===== config.mk =====
export PLATFORM = sky130hd
export DESIGN_NAME = sequence_fault_status_bank
export DESIGN_NICKNAME = d
export VERILOG_FILES = /design/src/hw/seq_fault_pkg.sv /design/src/hw/sequence_fault_status_bank.sv
export SDC_FILE = /design/constraint.sdc
export NUM_CORES = 1
export LEC_CHECK = 0
export BUFFER_PORTS_ARGS = -buffer_cell sky130_fd_sc_hd__buf_4
export CAP_MARGIN = 20
export CORE_AREA = 2 2 105 107
export CTS_BUF_LIST = sky130_fd_sc_hd__clkbuf_8
export DETAILED_ROUTE_END_ITERATION = 8
export DIE_AREA = 0 0 107 109
export SYNTH_ARGS = -nofsm -noshare
export SYNTH_HDL_FRONTEND = slang
export SYNTH_SLANG_ARGS = --single-unit

===== constraint.sdc =====
create_clock -name ref_clk -period 2.1 [get_ports ref_clk]
set_input_delay 0.63 -clock ref_clk [delete_from_list [all_inputs] [get_ports ref_clk]]
set_output_delay 0.63 -clock ref_clk [all_outputs]
set_load 0.01 [all_outputs]

===== src/hw/seq_fault_pkg.sv =====
package seq_fault_pkg;
  // register addresses on the device's internal register port
  localparam logic [7:0] addr_power_on_status = 8'h1a;
  localparam logic [7:0] addr_power_off_status = 8'h1c;
  localparam logic [7:0] addr_sleep_exit_status = 8'h1e;
  localparam logic [7:0] addr_sleep_entry_status = 8'h20;
  // field layout
  localparam int num_channels = 6;
  localparam int pos_width = 4;
  localparam logic [7:0] status_reset = 8'h00;
  localparam logic [5:0] fault_reset = 6'h00;
  localparam logic [1:0] reserved_read = 2'h0;

  // one register access from the serial front end
  typedef struct packed {
    logic wr_en;
    logic rd_en;
    logic [7:0] addr;
    logic [7:0] wdata;
  } reg_req_t;

  typedef struct packed {
    logic [7:0] rdata;
    logic hit;
  } reg_rsp_t;

  // per-channel recorded and expected positions for one sequence kind
  typedef struct packed {
    logic [num_channels*pos_width-1:0] recorded;
    logic [num_channels*pos_width-1:0] expected;
  } seq_positions_t;
endpackage : seq_fault_pkg


===== src/hw/sequence_fault_status_bank.sv =====
`timescale 1ns/1ns
// How it works
// - power-on mismatch sets channel bit, bits 5:0
// - power-off mismatch sets channel bit
// - sleep-exit mismatch sets channel bit
// - sleep-entry mismatch sets channel bit
// - one bit per channel, channels one to six
// - set bits stay latched after condition clears
// - write one clears regardless of condition, but a same-cycle set wins
// - next matching sequence sets cleared bit again
// - reads one for fault, zero if disabled since last clear
// - activity rise is power-on, fall power-off
// - sleep rise is exit, fall is entry
module sequence_fault_status_bank (
  input wire logic ref_clk, // internal clock, 100 MHz
  input wire logic resetn, // synchronous reset, active low
  input wire logic clk_en, // freezes all state while low
  input wire seq_fault_pkg::reg_req_t reg_req, // register access from serial port logic
  output seq_fault_pkg::reg_rsp_t reg_rsp, // registered read data and address hit
  input wire logic activity_control_input, // activity control pin, asynchronous
  input wire logic sleep_control_input, // sleep control pin, asynchronous
  input wire logic sequence_done, // pulse: sequence recording of the last edge complete
  input wire seq_fault_pkg::seq_positions_t power_on_positions, // record and expected, on
  input wire seq_fault_pkg::seq_positions_t power_off_positions, // record and expected, off
  input wire seq_fault_pkg::seq_positions_t sleep_exit_positions, // record and expected, exit
  input wire seq_fault_pkg::seq_positions_t sleep_entry_positions, // record and expected, entry
  input wire logic [5:0] power_on_fault_irq_enable, // per-channel enables
  input wire logic [5:0] power_off_fault_irq_enable, // per-channel enables
  input wire logic [5:0] sleep_exit_fault_irq_enable, // per-channel enables
  input wire logic [5:0] sleep_entry_fault_irq_enable, // per-channel enables
  output logic [5:0] power_on_fault_bit, // latched power-on faults
  output logic [5:0] power_off_fault_bit, // latched power-off faults
  output logic [5:0] sleep_exit_fault_bit, // latched sleep-exit faults
  output logic [5:0] sleep_entry_fault_bit // latched sleep-entry faults
);
  import seq_fault_pkg::*;

  typedef enum logic [2:0] {
    kind_none,
    kind_power_on,
    kind_power_off,
    kind_sleep_exit,
    kind_sleep_entry
  } seq_kind_t;

  // per-channel compare of recorded against expected position
  function automatic logic [5:0] mismatch(input seq_positions_t p);
    logic [5:0] m;
    m = fault_reset;
    for (int i = 0; i < num_channels; i++) begin
      m[i] = p.recorded[i*pos_width +: pos_width] != p.expected[i*pos_width +: pos_width];
    end
    return m;
  endfunction : mismatch

  // next value of one w1c register: set beats clear so a fault is never lost
  function automatic logic [5:0] w1c_next(input logic [5:0] cur, input logic [5:0] set,
                                          input logic wr, input logic [5:0] clr);
    logic [5:0] n;
    n = cur;
    if (wr) begin
      n = n & ~clr;
    end
    return n | set;
  endfunction : w1c_next

  // faults that land this cycle: the kind was pending and the channel is enabled
  function automatic logic [5:0] set_mask(input logic go, input logic [5:0] miss,
                                          input logic [5:0] en);
    logic [5:0] s;
    s = fault_reset;
    if (go) begin
      s = miss & en;
    end
    return s;
  endfunction : set_mask

  // register address compare, shared by the write strobes and the read select
  function automatic logic addr_match(input logic [7:0] a, input logic [7:0] target);
    logic m;
    m = a == target;
    return m;
  endfunction : addr_match

  // synchroniser and edge-detect stages of the two control pins
  logic act_meta_q;
  logic act_sync_q;
  logic act_prev_q;
  logic slp_meta_q;
  logic slp_sync_q;
  logic slp_prev_q;
  // pending sequence kind, held until its recording is reported final
  seq_kind_t kind_q;
  seq_kind_t kind_d;
  // latched status and its next value, one bit per channel
  logic [5:0] on_q;
  logic [5:0] off_q;
  logic [5:0] exs_q;
  logic [5:0] ens_q;
  logic [5:0] on_d;
  logic [5:0] off_d;
  logic [5:0] exs_d;
  logic [5:0] ens_d;
  // registered read answer
  logic [7:0] rdata_q;
  logic hit_q;

  // activity pin crosses into the clock domain through two flops before use;
  // the first flop may go metastable, so nothing else reads it
  always_ff @(posedge ref_clk) begin
    if (!resetn) begin
      act_meta_q <= 1'b0;
      act_sync_q <= 1'b0;
    end else if (clk_en) begin
      act_meta_q <= activity_control_input;
      act_sync_q <= act_meta_q;
    end
  end

  // sleep pin takes the same two-flop path
  always_ff @(posedge ref_clk) begin
    if (!resetn) begin
      slp_meta_q <= 1'b0;
      slp_sync_q <= 1'b0;
    end else if (clk_en) begin
      slp_meta_q <= sleep_control_input;
      slp_sync_q <= slp_meta_q;
    end
  end

  // last synchronised activity level, for the edge compare
  always_ff @(posedge ref_clk) begin
    if (!resetn) begin
      act_prev_q <= 1'b0;
    end else if (clk_en) begin
      act_prev_q <= act_sync_q;
    end
  end

  // last synchronised sleep level, for the edge compare
  always_ff @(posedge ref_clk) begin
    if (!resetn) begin
      slp_prev_q <= 1'b0;
    end else if (clk_en) begin
      slp_prev_q <= slp_sync_q;
    end
  end

  // edge classification; activity edges take priority over sleep edges
  wire act_rise = act_sync_q & ~act_prev_q;
  wire act_fall = ~act_sync_q & act_prev_q;
  wire slp_rise = slp_sync_q & ~slp_prev_q;
  wire slp_fall = ~slp_sync_q & slp_prev_q;

  // limitation: edges closer together than the recording time are not queued;
  // only the last one before done is judged
  // next pending kind; a new edge replaces an older one, done retires it
  always_comb begin
    kind_d = kind_q;
    if (act_rise) begin
      kind_d = kind_power_on;
    end else if (act_fall) begin
      kind_d = kind_power_off;
    end else if (slp_rise) begin
      kind_d = kind_sleep_exit;
    end else if (slp_fall) begin
      kind_d = kind_sleep_entry;
    end else if (sequence_done) begin
      kind_d = kind_none; // the evaluation is one-shot per sequence
    end
  end

  // the kind is remembered until the sequence completes, then compared once
  always_ff @(posedge ref_clk) begin
    if (!resetn) begin
      kind_q <= kind_none;
    end else if (clk_en) begin
      kind_q <= kind_d;
    end
  end

  // which kind is waiting; at most one at a time
  wire pend_on = kind_q == kind_power_on;
  wire pend_off = kind_q == kind_power_off;
  wire pend_exs = kind_q == kind_sleep_exit;
  wire pend_ens = kind_q == kind_sleep_entry;

  // evaluation is one-shot, in the cycle the recording is reported final
  wire eval = sequence_done;
  wire eval_on = eval && pend_on;
  wire eval_off = eval && pend_off;
  wire eval_exs = eval && pend_exs;
  wire eval_ens = eval && pend_ens;

  // raw per-channel mismatches, before the enables
  wire [5:0] miss_on = mismatch(power_on_positions);
  wire [5:0] miss_off = mismatch(power_off_positions);
  wire [5:0] miss_exs = mismatch(sleep_exit_positions);
  wire [5:0] miss_ens = mismatch(sleep_entry_positions);

  // a disabled channel never sets, so it reads back zero unless it latched while enabled
  wire [5:0] set_on = set_mask(eval_on, miss_on, power_on_fault_irq_enable);
  wire [5:0] set_off = set_mask(eval_off, miss_off, power_off_fault_irq_enable);
  wire [5:0] set_exs = set_mask(eval_exs, miss_exs, sleep_exit_fault_irq_enable);
  wire [5:0] set_ens = set_mask(eval_ens, miss_ens, sleep_entry_fault_irq_enable);

  // host access strobes; the enable gates them like every other flop input,
  // so a frozen block neither clears nor answers, and the host must retry
  // an access that fell into a frozen cycle
  wire wr_go = clk_en && reg_req.wr_en;
  wire rd_go = clk_en && reg_req.rd_en;

  // address decode; reserved bits 7:6 of the write data are dropped
  wire wr_on = wr_go && addr_match(reg_req.addr, addr_power_on_status);
  wire wr_off = wr_go && addr_match(reg_req.addr, addr_power_off_status);
  wire wr_exs = wr_go && addr_match(reg_req.addr, addr_sleep_exit_status);
  wire wr_ens = wr_go && addr_match(reg_req.addr, addr_sleep_entry_status);
  wire [5:0] clr_bits = reg_req.wdata[num_channels-1:0];

  // per-register clear masks; zero bits clear nothing
  wire [5:0] clr_on = wr_on ? clr_bits : fault_reset;
  wire [5:0] clr_off = wr_off ? clr_bits : fault_reset;
  wire [5:0] clr_exs = wr_exs ? clr_bits : fault_reset;
  wire [5:0] clr_ens = wr_ens ? clr_bits : fault_reset;

  // next status: set beats clear so a fault found in the clear cycle is kept
  assign on_d = w1c_next(on_q, set_on, wr_on, clr_on);
  assign off_d = w1c_next(off_q, set_off, wr_off, clr_off);
  assign exs_d = w1c_next(exs_q, set_exs, wr_exs, clr_exs);
  assign ens_d = w1c_next(ens_q, set_ens, wr_ens, clr_ens);

  // power-on status; holds until a one is written
  always_ff @(posedge ref_clk) begin
    if (!resetn) begin
      on_q <= fault_reset;
    end else if (clk_en) begin
      on_q <= on_d;
    end
  end

  // power-off status
  always_ff @(posedge ref_clk) begin
    if (!resetn) begin
      off_q <= fault_reset;
    end else if (clk_en) begin
      off_q <= off_d;
    end
  end

  // sleep-exit status
  always_ff @(posedge ref_clk) begin
    if (!resetn) begin
      exs_q <= fault_reset;
    end else if (clk_en) begin
      exs_q <= exs_d;
    end
  end

  // sleep-entry status
  always_ff @(posedge ref_clk) begin
    if (!resetn) begin
      ens_q <= fault_reset;
    end else if (clk_en) begin
      ens_q <= ens_d;
    end
  end

  // read select; unmapped addresses return zero with hit low
  wire hit_on = addr_match(reg_req.addr, addr_power_on_status);
  wire hit_off = addr_match(reg_req.addr, addr_power_off_status);
  wire hit_exs = addr_match(reg_req.addr, addr_sleep_exit_status);
  wire hit_ens = addr_match(reg_req.addr, addr_sleep_entry_status);
  wire [5:0] rd_on = hit_on ? on_q : fault_reset;
  wire [5:0] rd_off = hit_off ? off_q : fault_reset;
  wire [5:0] rd_exs = hit_exs ? exs_q : fault_reset;
  wire [5:0] rd_ens = hit_ens ? ens_q : fault_reset;
  wire [5:0] rd_bits = rd_on | rd_off | rd_exs | rd_ens;
  wire rd_hit = hit_on | hit_off | hit_exs | hit_ens;

  // read data only moves on a read, so it stands until the next one
  always_ff @(posedge ref_clk) begin
    if (!resetn) begin
      rdata_q <= {reserved_read, fault_reset};
    end else if (rd_go) begin
      rdata_q <= {reserved_read, rd_bits};
    end
  end

  // address hit flag, updated together with the data
  always_ff @(posedge ref_clk) begin
    if (!resetn) begin
      hit_q <= 1'b0;
    end else if (rd_go) begin
      hit_q <= rd_hit;
    end
  end

  // outputs straight from the flops
  assign reg_rsp = {rdata_q, hit_q};
  assign power_on_fault_bit = on_q;
  assign power_off_fault_bit = off_q;
  assign sleep_exit_fault_bit = exs_q;
  assign sleep_entry_fault_bit = ens_q;
endmodule : sequence_fault_status_bank


==> results of run 1 <==
flip-flops by register name, indices dropped and copies added, names as in the netlist:
register and count:
slp_prev_q 1, act_prev_q 1, power_off_fault_bit 6, hit_q 1, slp_meta_q 1, slp_sync_q 1
sleep_exit_fault_bit 6, power_on_fault_bit 6, act_sync_q 1, act_meta_q 1, rdata_q 6, sleep_entry_fault_bit 6
kind_q 3
worst max-delay path: stages:
cell and delay (ns):
buf_4 0.12, nor4_2 0.34, nor4b_4 0.43, a21oi_1 0.12, a31o_1 0.20
layout by cell type, fill, tap and decap left out, drive strengths merged, types with 5 or more instances in the layout:
cell type / n
buf: 275
xnor2: 96
dfxtp: 40
nand2: 27
nand4: 18
a31o: 18
a31oi: 12
nor2b: 10
nor2: 10
o21ai: 10
a21oi: 9
a41oi: 6
a32o: 6
a22o: 6
a221oi: 6
mux2i: 6
mux2: 6
clkbuf: 5
inv: 5
power by group through the flow:
stage | Clock, mW | Sequential [mW] | Combinational (mW)
after global routing | 0.563 | 0.788 | 0.748
after detailed placement | 0 | 0.804 | 0.696
after global placement | 0 | 0.803 | 0.680
after CTS | 0.517 | 0.786 | 0.698
final | 0.500 | 0.786 | 0.690
after floorplan | 0 | 0.804 | 0.253
Yosys cell counts, types with 3 or more instances:
| cell type | number |
|---|---|
| a21oi_1 | 9 |
| a221oi_1 | 6 |
| a22o_1 | 6 |
| a31o_1 | 18 |
| a31oi_1 | 12 |
| a32o_1 | 6 |
| a41oi_1 | 6 |
| and2_1 | 3 |
| buf_2 | 3 |
| buf_4 | 6 |
| clkbuf_1 | 3 |
| dfxtp_1 | 40 |
| inv_1 | 3 |
| mux2_1 | 5 |
| mux2i_1 | 6 |
| nand2_1 | 26 |
| nand2b_1 | 3 |
| nand3_1 | 3 |
| nand4_1 | 18 |
| nor2_1 | 9 |
| nor2b_1 | 10 |
| o21ai_0 | 9 |
| xnor2_1 | 96 |
layout make-up:
type                    instances  area, um2
multi-input cells             277       2111
repair buffers                275       2064
clock buffers                   5      68.82
inverters                       5      18.77
well taps                     140      175.2
clock inverters                 2      12.51
fillers                      1044       5351
flip-flops and latches         40      800.8
stage by stage:
step	total power, mW	instance area (um2)	utilization, %
floorplan	1.057	3013	-
global placement	1.483	5170	48.76
detailed placement	1.500	5170	48.76
CTS	2.001	5251	49.53
global route	2.099	5251	49.53
finish	1.976	5251	49.53
worst max path at each step:
stage	start	end	slack [ns]	depth (start not counted)
2_1_floorplan	reg_req[13]	sleep_exit_fault_bit[2]$_SDFFE_PN0P_	0.41	5
3_3_place_gp	reg_req[10]	power_on_fault_bit[5]$_SDFFE_PN0P_	0.15	5
3_5_place_dp	reg_req[10]	power_on_fault_bit[3]$_SDFFE_PN0P_	0.11	5
4_1_cts	reg_req[10]	power_on_fault_bit[3]$_SDFFE_PN0P_	0.42	5
5_1_grt	reg_req[10]	power_on_fault_bit[3]$_SDFFE_PN0P_	0.32	5
6_report	reg_req[10]	power_on_fault_bit[3]$_SDFFE_PN0P_	0.44	5
cell families after synthesis:
family / count (synthesis)
other: 1
XOR/XNOR: 97
AO/OA/AOI/OAI: 81
buffers and inverters: 18
AND/OR/NAND/NOR: 85
flip-flops: 40
multiplexers: 12
layer usage:
layer / wire length [um] / vias to the layer above
li1: - / 1753
met1: 4390 / 1610
met2: 6358 / 169
met3: 1046 / 12
met4: 161 / 0
met5: 0 / -
==> impl_metrics.toml, run 1 <==
[synth]
async_reset_ff_share_pct = 0
syn_inst = 334
yosys-top-cells-area = "xnor2_1 (28%), dfxtp_1 (27%), a31o_1 (5.2%)"
synth_ff_type = "dfxtp_1"
synth_compound_area_share_pct = 20.21
ys_types = 47
yosysSeqAreaShare_pct = 26.61
synth_xor_area_share_pct = 28.23
syn_area_um2 = 3009
ys_seq_elements = 40
avgSynthCellArea_um2 = 9.009
synth_top_area_cell = "xnor2_1"
ys_warn_count = 0
synthMuxAreaShare_pct = 4.241
synth_edf_count = 0
yosys.area_share.simple_pct = 17.21
synth_top_family_by_area = "XOR/XNOR gates"
yosysTopAreaCellShare_pct = 27.94
synth_fa_ha_area_share_pct = 0

[route]
dr.pass1.iters = 4
avgRoutedWirePerCell_um = 16.07
drt_iter0_drc = 87
drc_errors = 0
finalWirelength_mm = 11.96
vias = 3544
avgViaCountPerCell = 4.763
ant_nets = 0

[critical_path]
cp-start-kind = "input pin"
path_class = "input pin to flop"
cp.arrival_ns = 1.84
path_max_fanout = 6
rr_startpoint = "sleep_exit_fault_bit[2]$_SDFFE_PN0P_"
rrSetupSlack_ns = 0.72
required_ns = 2.28
reg2reg_depth = 4
endpoint_kind = "flop"
r2r_end = "rdata_q[2]$_SDFFE_PN0P_"

[die]
dieArea_um2 = 11660
coreArea_um2 = 10600
rows = 38
fp.dieW_um = 107
start_util_pct = 28.38
ios = 273
die_y_um = 109

[global_route]
grt_max_degree = 22
grt_pass1_vias = 3664
top_usage_layer = "met2"
antenna_found_initial = 0
grt_remaining_overflow = 0
grt_use_met3_pct = 5.678
grt_util_met1_pct = 22.39
grt_pass1_wl_mm = 17.93
met2_usage_pct = 37.17
track_usage_pct = 19.85

[sta]
finalCritPeriodShare_pct = 79.21
fmax_ghz = 0.6012
rsz0062_at_grt = "no"
worst_slack_ns = 0.4367
holdWs_ns = 0.5240
fin_tns_setup_ns = 0
maxSlewViolCount = 0
min_period_ns = 1.663
hold_viol = 0
fin_skew_ns = 0.006876
setup_viol = 0

[cells_and_area]
nNetsFinal = 844
instances_no_fill = 744
area_growth_pct = 74.51
num_antenna_cells = 0
drive_gt1_share_pct = 48.51

[min_path]
hold_end = "slp_meta_q$_SDFFE_PN0P_"
min_path_type = "flop to flop"
min_from = "slp_meta_q$_SDFFE_PN0P_"
worstHoldPathCells = 2

[pwr]
pwr-share-seq_pct = 39.8
p_sw_share_pct = 26.55
combPwrFrac_pct = 34.9
p_switching_mw = 0.5246
leakage_nw = 2.319
p_int_mw = 1.451
ir_drop_uv = 213.4
pwr-share-clk_pct = 25.3
power.density_nw_per_um2 = 376.3

[status]
status = "finished, final reports clean"

[placed_design]
routabilityCongestion = 0.7794
dp_hpwl_mm = 10.37
io_buffers = 268
pre_cts_ws_ns = 0.1092
dp_cells = 737

[clock_network]
root_buffer = "clkbuf_8"
cts_tree = "yes"
cts_resized = 0
clkLatencyLatePin_ns = 0.29
cts_hold_buf = 0
clk_pin_slew_ns = 0.08
numCtsBuffers = 5
ctsLongestPathBuffers = 2
cts_setup_buffers = 0
cts_sinks = 40
h-tree-depth = 2

[job]
drv_cap = 0
Note: power is estimated with default switching activity, not from simulation.
==> run 2, diff against run 1 <==
--- a/config.mk
+++ b/config.mk
@@ -5,12 +5,14 @@
 export SDC_FILE = /design/constraint.sdc
 export NUM_CORES = 1
 export LEC_CHECK = 0
+export ABC_AREA = 1
 export BUFFER_PORTS_ARGS = -buffer_cell sky130_fd_sc_hd__buf_4
 export CAP_MARGIN = 20
-export CORE_AREA = 2 2 105 107
+export CORE_AREA = 2 2 106 108
 export CTS_BUF_LIST = sky130_fd_sc_hd__clkbuf_8
 export DETAILED_ROUTE_END_ITERATION = 8
-export DIE_AREA = 0 0 107 109
+export DIE_AREA = 0 0 108 110
+export PLACE_DENSITY = 0.71
 export SYNTH_ARGS = -nofsm -noshare
 export SYNTH_HDL_FRONTEND = slang
 export SYNTH_SLANG_ARGS = --single-unit
==> constraint.sdc (replaced) <==
create_clock -name ref_clk -period 1.7 [get_ports ref_clk]
set_input_delay 0.51 -clock ref_clk [delete_from_list [all_inputs] [get_ports ref_clk]]
set_output_delay 0.51 -clock ref_clk [all_outputs]
set_load 0.01 [all_outputs]
==> impl_metrics.toml, run 2 <==
[cells_and_area]
area_growth_pct = 58.90
fin_util_pct = 56.16
instances_no_fill = 1136
nNetsFinal = 1235
final_cell_mix = "buf_4 (269), nor2_1 (241), nand2_1 (204)"
drive_gt1_share_pct = 29.42
final_common_cell = "buf_4"
num_antenna_cells = 0
num-fill-cells = 1138

[global_route]
track_usage_pct = 22.75
grt_remaining_overflow = 0
grt_pass1_vias = 4651
antenna_found_initial = 0
grt_max_degree = 37
grt_pass1_wl_mm = 21.17

[critical_path]
critical_path.top_delay_family = "simple AND/OR/NAND/NOR gates"
cp.arrival_ns = 1.62
critPathMaxStageDelay_ns = 0.43
crit_cells = 8
path_max_fanout = 12
endpoint_kind = "flop"
slowest_stage = "nor2_2"
required_ns = 1.93
cp-start-kind = "input pin"
path_cells = "buf_4, nor2_1, nand2_1, nor2_2, nand2_1, nand2_1, nor2_1, nor2_1"
crit_path_start = "reg_req[9]"
path_class = "input pin to flop"
rr_startpoint = "kind_q[2]$_SDFFE_PN0P_"
reg2reg_depth = 5
path_buf_inv = 1

[synth]
synth_top_area_cell = "nor2_1"
yosysTopAreaCellShare_pct = 23.92
ys_types = 20
ys_seq_elements = 40
synth.most_common_cell = "nor2_1"
ys_warn_count = 0
synthTopCellsByCount = "nor2_1 (241), nand2_1 (204), inv_1 (88)"
yosysSeqAreaShare_pct = 21.18
synth_ff_type = "dfxtp_1"
avgSynthCellArea_um2 = 5.144
syn_area_um2 = 3781
async_reset_ff_share_pct = 0
synth_edf_count = 0
yosys-top-cells-area = "nor2_1 (24%), dfxtp_1 (21%), nand2_1 (20%)"
syn_inst = 735

[sta]
finalCritPeriodShare_pct = 81.51
rsz0062_at_grt = "no"
fin_tns_setup_ns = 0
setup_viol = 0
worst_slew_pin_slew_ns = 0.5122
hold_viol = 0
fin_skew_ns = 0.01001
maxSlewViolCount = 0
min_period_ns = 1.386
slew_headroom_pct = 65.82
fmax_ghz = 0.7217

[route]
drc_errors = 0
ant_nets = 0
vias = 5045
avgRoutedWirePerCell_um = 12.25
avgViaCountPerCell = 4.441
drt_iter0_drc = 201
finalWirelength_mm = 13.92
dr.pass1.iters = 4

[die]
dieArea_um2 = 11880
start_util_pct = 35.35
coreArea_um2 = 10700
rows = 38
fp.dieW_um = 108
die_y_um = 110
ios = 273

[clock_network]
ctsLongestPathBuffers = 2
numCtsBuffers = 5
root_buffer = "clkbuf_8"
cts_tree = "yes"
cts_resized = 0
h-tree-depth = 2
cts_hold_buf = 0
clk_pin_slew_ns = 0.08
cts_sinks = 40
clkLatencyLatePin_ns = 0.30
cts_setup_buffers = 0

[pwr]
leakage_nw = 3.329
ir_drop_uv = 308.6
power.density_nw_per_um2 = 458.1

[placed_design]
routabilityCongestion = 0.8580
dp_hpwl_mm = 11.87
dp_cells = 1128
io_buffers = 268

[min_path]
min_path_type = "input pin to flop"
min_from = "sleep_control_input"
worstHoldPathCells = 3

[status]
status = "finished, final reports clean"

[job]
drv_cap = 0
-- run 2: cell count changes after synthesis, sizes merged, moves of 10 or more --
cell and change:
nor2 +239, nand2 +179, xnor2 -96, inv +87, nand3 +38, a21oi +23
xor2 +23, a31o -18, a31oi -12, nor2b -10
-- run 2: path summary, 6_finish.rpt --
check | endpoint | slack [ns]
max reg2reg | power_on_fault_bit[0]$_SDFFE_PN0P_ | 0.46
min | slp_meta_q$_SDFFE_PN0P_ | 0.44
max | rdata_q[2]$_SDFFE_PN0P_ | 0.31
min reg2reg | sleep_exit_fault_bit[4]$_SDFFE_PN0P_ | 0.49
-- run 2: tightest hold or removal path, stage by stage --
cell and delay [ns]:
buf_4 0.07, nor2_1 0.03, nor2_1 0.08
-- run 2: cells by family after synthesis --
group                     after synthesis  synth area share [%]
xor gates and xnor gates               24                 5.559
other                                   1               0.09918
DFF                                    40                 21.18
buffers and inverters                 112                 12.61
AOI/OAI and AO/OA                      45                 5.956
and+or+nand+nor                       513                 54.60
-- run 2: area by class of cell --
| type | instances | area (um2) | share of cell area (%) |
|---|---|---|---|
| multi-input combinational | 584 | 2507 | 41.73 |
| timing repair buffer | 271 | 2059 | 34.28 |
| sequential | 40 | 800.8 | 13.33 |
| inverter | 93 | 349.1 | 5.810 |
| tap | 140 | 175.2 | 2.915 |
| clock buffer | 5 | 68.82 | 1.145 |
| clock inverter | 3 | 47.55 | 0.7913 |
-- run 2: stage by stage --
step / hold slack [ns] / power (mW) / setup WS [ns] / cell area (um2)
after global routing: 0.4311 / 2.923 / 0.1786 / 6008
after detailed placement: 0.4753 / 1.977 / 0.02858 / 5892
after CTS: 0.4274 / 2.777 / 0.3106 / 6008
after global placement: 0.4665 / 1.964 / 0.05053 / 5892
final: 0.4357 / 2.752 / 0.3143 / 6008
after floorplan: 0.4574 / 1.404 / 0.4084 / 3785
-- run 2: metal layers --
metal / routed length (um) / track usage [%] / share of wire (%) / vias to the layer above
met1: 5207 / 24.07 / 37 / 2112
met2: 7258 / 45.28 / 52 / 190
met5: 0 / 0 / 0 / -
met4: 131 / 4.396 / 0.94 / 0
met3: 1319 / 5.879 / 9.5 / 8
li1: - / - / - / 2735
-- run 2: report_power, final --
group	internal, mW	switching, mW
Combinational	0.541	0.424
Sequential	0.966	0.0202
Clock	0.442	0.359
==> run 3, diff against run 2 <==
--- a/config.mk
+++ b/config.mk
@@ -5,14 +5,13 @@
 export SDC_FILE = /design/constraint.sdc
 export NUM_CORES = 1
 export LEC_CHECK = 0
-export ABC_AREA = 1
+export ABC_AREA = 0
 export BUFFER_PORTS_ARGS = -buffer_cell sky130_fd_sc_hd__buf_4
 export CAP_MARGIN = 20
-export CORE_AREA = 2 2 106 108
+export CORE_AREA = 2 2 105 107
 export CTS_BUF_LIST = sky130_fd_sc_hd__clkbuf_8
 export DETAILED_ROUTE_END_ITERATION = 8
-export DIE_AREA = 0 0 108 110
-export PLACE_DENSITY = 0.71
+export DIE_AREA = 0 0 107 109
 export SYNTH_ARGS = -nofsm -noshare
 export SYNTH_HDL_FRONTEND = slang
 export SYNTH_SLANG_ARGS = --single-unit
==> constraint.sdc (replaced) <==
create_clock -name ref_clk -period 1.33 [get_ports ref_clk]
set_input_delay 0.399 -clock ref_clk [delete_from_list [all_inputs] [get_ports ref_clk]]
set_output_delay 0.399 -clock ref_clk [all_outputs]
set_load 0.01 [all_outputs]
==> impl_metrics.toml, run 3 (same netlist as run 1, synthesis figures left out) <==
[sta]
finalCritPeriodShare_pct = 96.36
setup_viol = 0
min_period_ns = 1.282
fmax_ghz = 0.7803
rsz0062_at_grt = "yes"
hold_viol = 0
fin_skew_ns = 0.01185
holdWs_ns = 0.3153
maxSlewViolCount = 0

[route]
drt_iter0_drc = 146
finalWirelength_mm = 12.67
dr.pass1.iters = 4
avgViaCountPerCell = 4.763
vias = 3625
ant_nets = 0
avgRoutedWirePerCell_um = 16.65
drc_errors = 0

[critical_path]
crit_end = "rdata_q[1]$_SDFFE_PN0P_"
cp.arrival_ns = 1.45
path_buf_inv = 0
path_class = "flop to flop"
critical_path.top_delay_family = "compound AO/OA/AOI/OAI gates"
rrSetupSlack_ns = 0.05
required_ns = 1.50
slowest_stage = "dfxtp_1"
r2r_end = "rdata_q[1]$_SDFFE_PN0P_"
path_max_fanout = 3
crit_path_start = "power_off_fault_bit[1]$_SDFFE_PN0P_"
cp-start-kind = "flop"
rr_startpoint = "power_off_fault_bit[1]$_SDFFE_PN0P_"
critPathMaxStageDelay_ns = 0.34
endpoint_kind = "flop"
crit_cells = 4
reg2reg_depth = 4
path_cells = "mux2_1, a22o_1, a221oi_2, nor2_1"

[clock_network]
h-tree-depth = 2
ctsLongestPathBuffers = 2
root_buffer = "clkbuf_8"
clkLatencyLatePin_ns = 0.29
numCtsBuffers = 5
cts_tree = "yes"
clk_pin_slew_ns = 0.08
cts_sinks = 40
cts_hold_buf = 0

[cells_and_area]
num-fill-cells = 986
seqCellArea_um2 = 804.5
multi_input_area_um2 = 2256
nNetsFinal = 860
final_cell_mix = "buf_4 (288), xnor2_1 (96), dfxtp_1 (37)"
area_growth_pct = 84.82
final_common_cell = "buf_4"
drive_gt1_share_pct = 53.62
num_antenna_cells = 0

[die]
ios = 273
die_y_um = 109
dieArea_um2 = 11660
start_util_pct = 28.38
coreArea_um2 = 10600
fp.dieW_um = 107
rows = 38

[status]
status = "finished, final reports clean"

[pwr]
power_mw = 3.390
ir_drop_uv = 653.7
power.density_nw_per_um2 = 609.5
leakage_nw = 2.463

[job]
drv_cap = 0

[min_path]
min_path_type = "input pin to flop"

[placed_design]
dp_hpwl_mm = 10.92
routabilityCongestion = 0.8892
io_buffers = 268

[global_route]
grt_remaining_overflow = 0
grt_pass1_wl_mm = 18.69
antenna_found_initial = 0
track_usage_pct = 20.89
grt_pass1_vias = 3680
grt_max_degree = 32
==> run 3: power by group <==
part | internal [mW] | leakage, nW | total (mW) | switching (mW)
clock | 0.550 | 0.0593 | 0.985 | 0.435
combinational | 0.750 | 2.08 | 1.16 | 0.415
sequential | 1.22 | 0.326 | 1.24 | 0.0183
total | 2.52 | 2.46 | 3.39 | 0.868
==> run 3: final cells by class <==
| cell class | count | share of cell area [%] |
|---|---|---|
| flip-flops and latches | 40 | 14.47 |
| inverters | 5 | 0.3375 |
| clock inverters | 3 | 0.6974 |
| well taps | 140 | 3.150 |
| repair buffers | 291 | 39.55 |
| clock buffers | 5 | 1.237 |
| multi-input cells | 277 | 40.56 |
==> run 3: worst reg2reg max path: stages, from the launching register on <==
cell and delay [ns]:
dfxtp_1 0.34, mux2_1 0.31, a22o_1 0.21, a221oi_2 0.23, nor2_1 0.07
==> run 3: stage by stage <==
step | worst slack [ns] | instances | area (um2) | util (%) | TNS, ns
global placement | -0.3545 | 752 | 5300 | 49.99 | -7.815
global route | -0.01085 | 761 | 5562 | 52.45 | -0.02569
finish | 0.04842 | 761 | 5562 | 52.45 | 0
detailed placement | -0.3677 | 752 | 5300 | 49.99 | -8.265
floorplan | -0.1166 | 335 | 3034 | - | -1.141
CTS | -0.03221 | 760 | 5435 | 51.26 | -0.08316
==> run 3: what timing repair did <==
| item | in CTS | in global routing |
|---|---|---|
| gates resized for setup | 6 | 25 |
| setup buffers | 0 | 1 |
| pin swaps | 0 | 5 |
| endpoints found under the setup margin | 26 | 22 |
==> run 3: how the worst min path moves through the flow <==
stage	depth (start not counted)	slack, ns	startpoint	to
global route	2	0.32	sleep_entry_fault_irq_enable[5]	sleep_entry_fault_bit[5]$_SDFFE_PN0P_
finish	2	0.32	sleep_entry_fault_irq_enable[0]	sleep_entry_fault_bit[0]$_SDFFE_PN0P_
CTS	2	0.31	power_on_fault_irq_enable[5]	power_on_fault_bit[5]$_SDFFE_PN0P_
floorplan	2	0.48	act_meta_q$_SDFFE_PN0P_	act_meta_q$_SDFFE_PN0P_
global placement	2	0.49	act_meta_q$_SDFFE_PN0P_	act_sync_q$_SDFFE_PN0P_
detailed placement	2	0.51	slp_meta_q$_SDFFE_PN0P_	slp_sync_q$_SDFFE_PN0P_
==> run 3: layer usage <==
layer / up-vias / global-route usage, % / share of wire [%]
li1: 1788 / - / -
met1: 1597 / 21.77 / 35
met2: 219 / 41.13 / 53
met3: 21 / 5.081 / 9.5
met4: 0 / 6.215 / 1.9
met5: - / 0 / 0
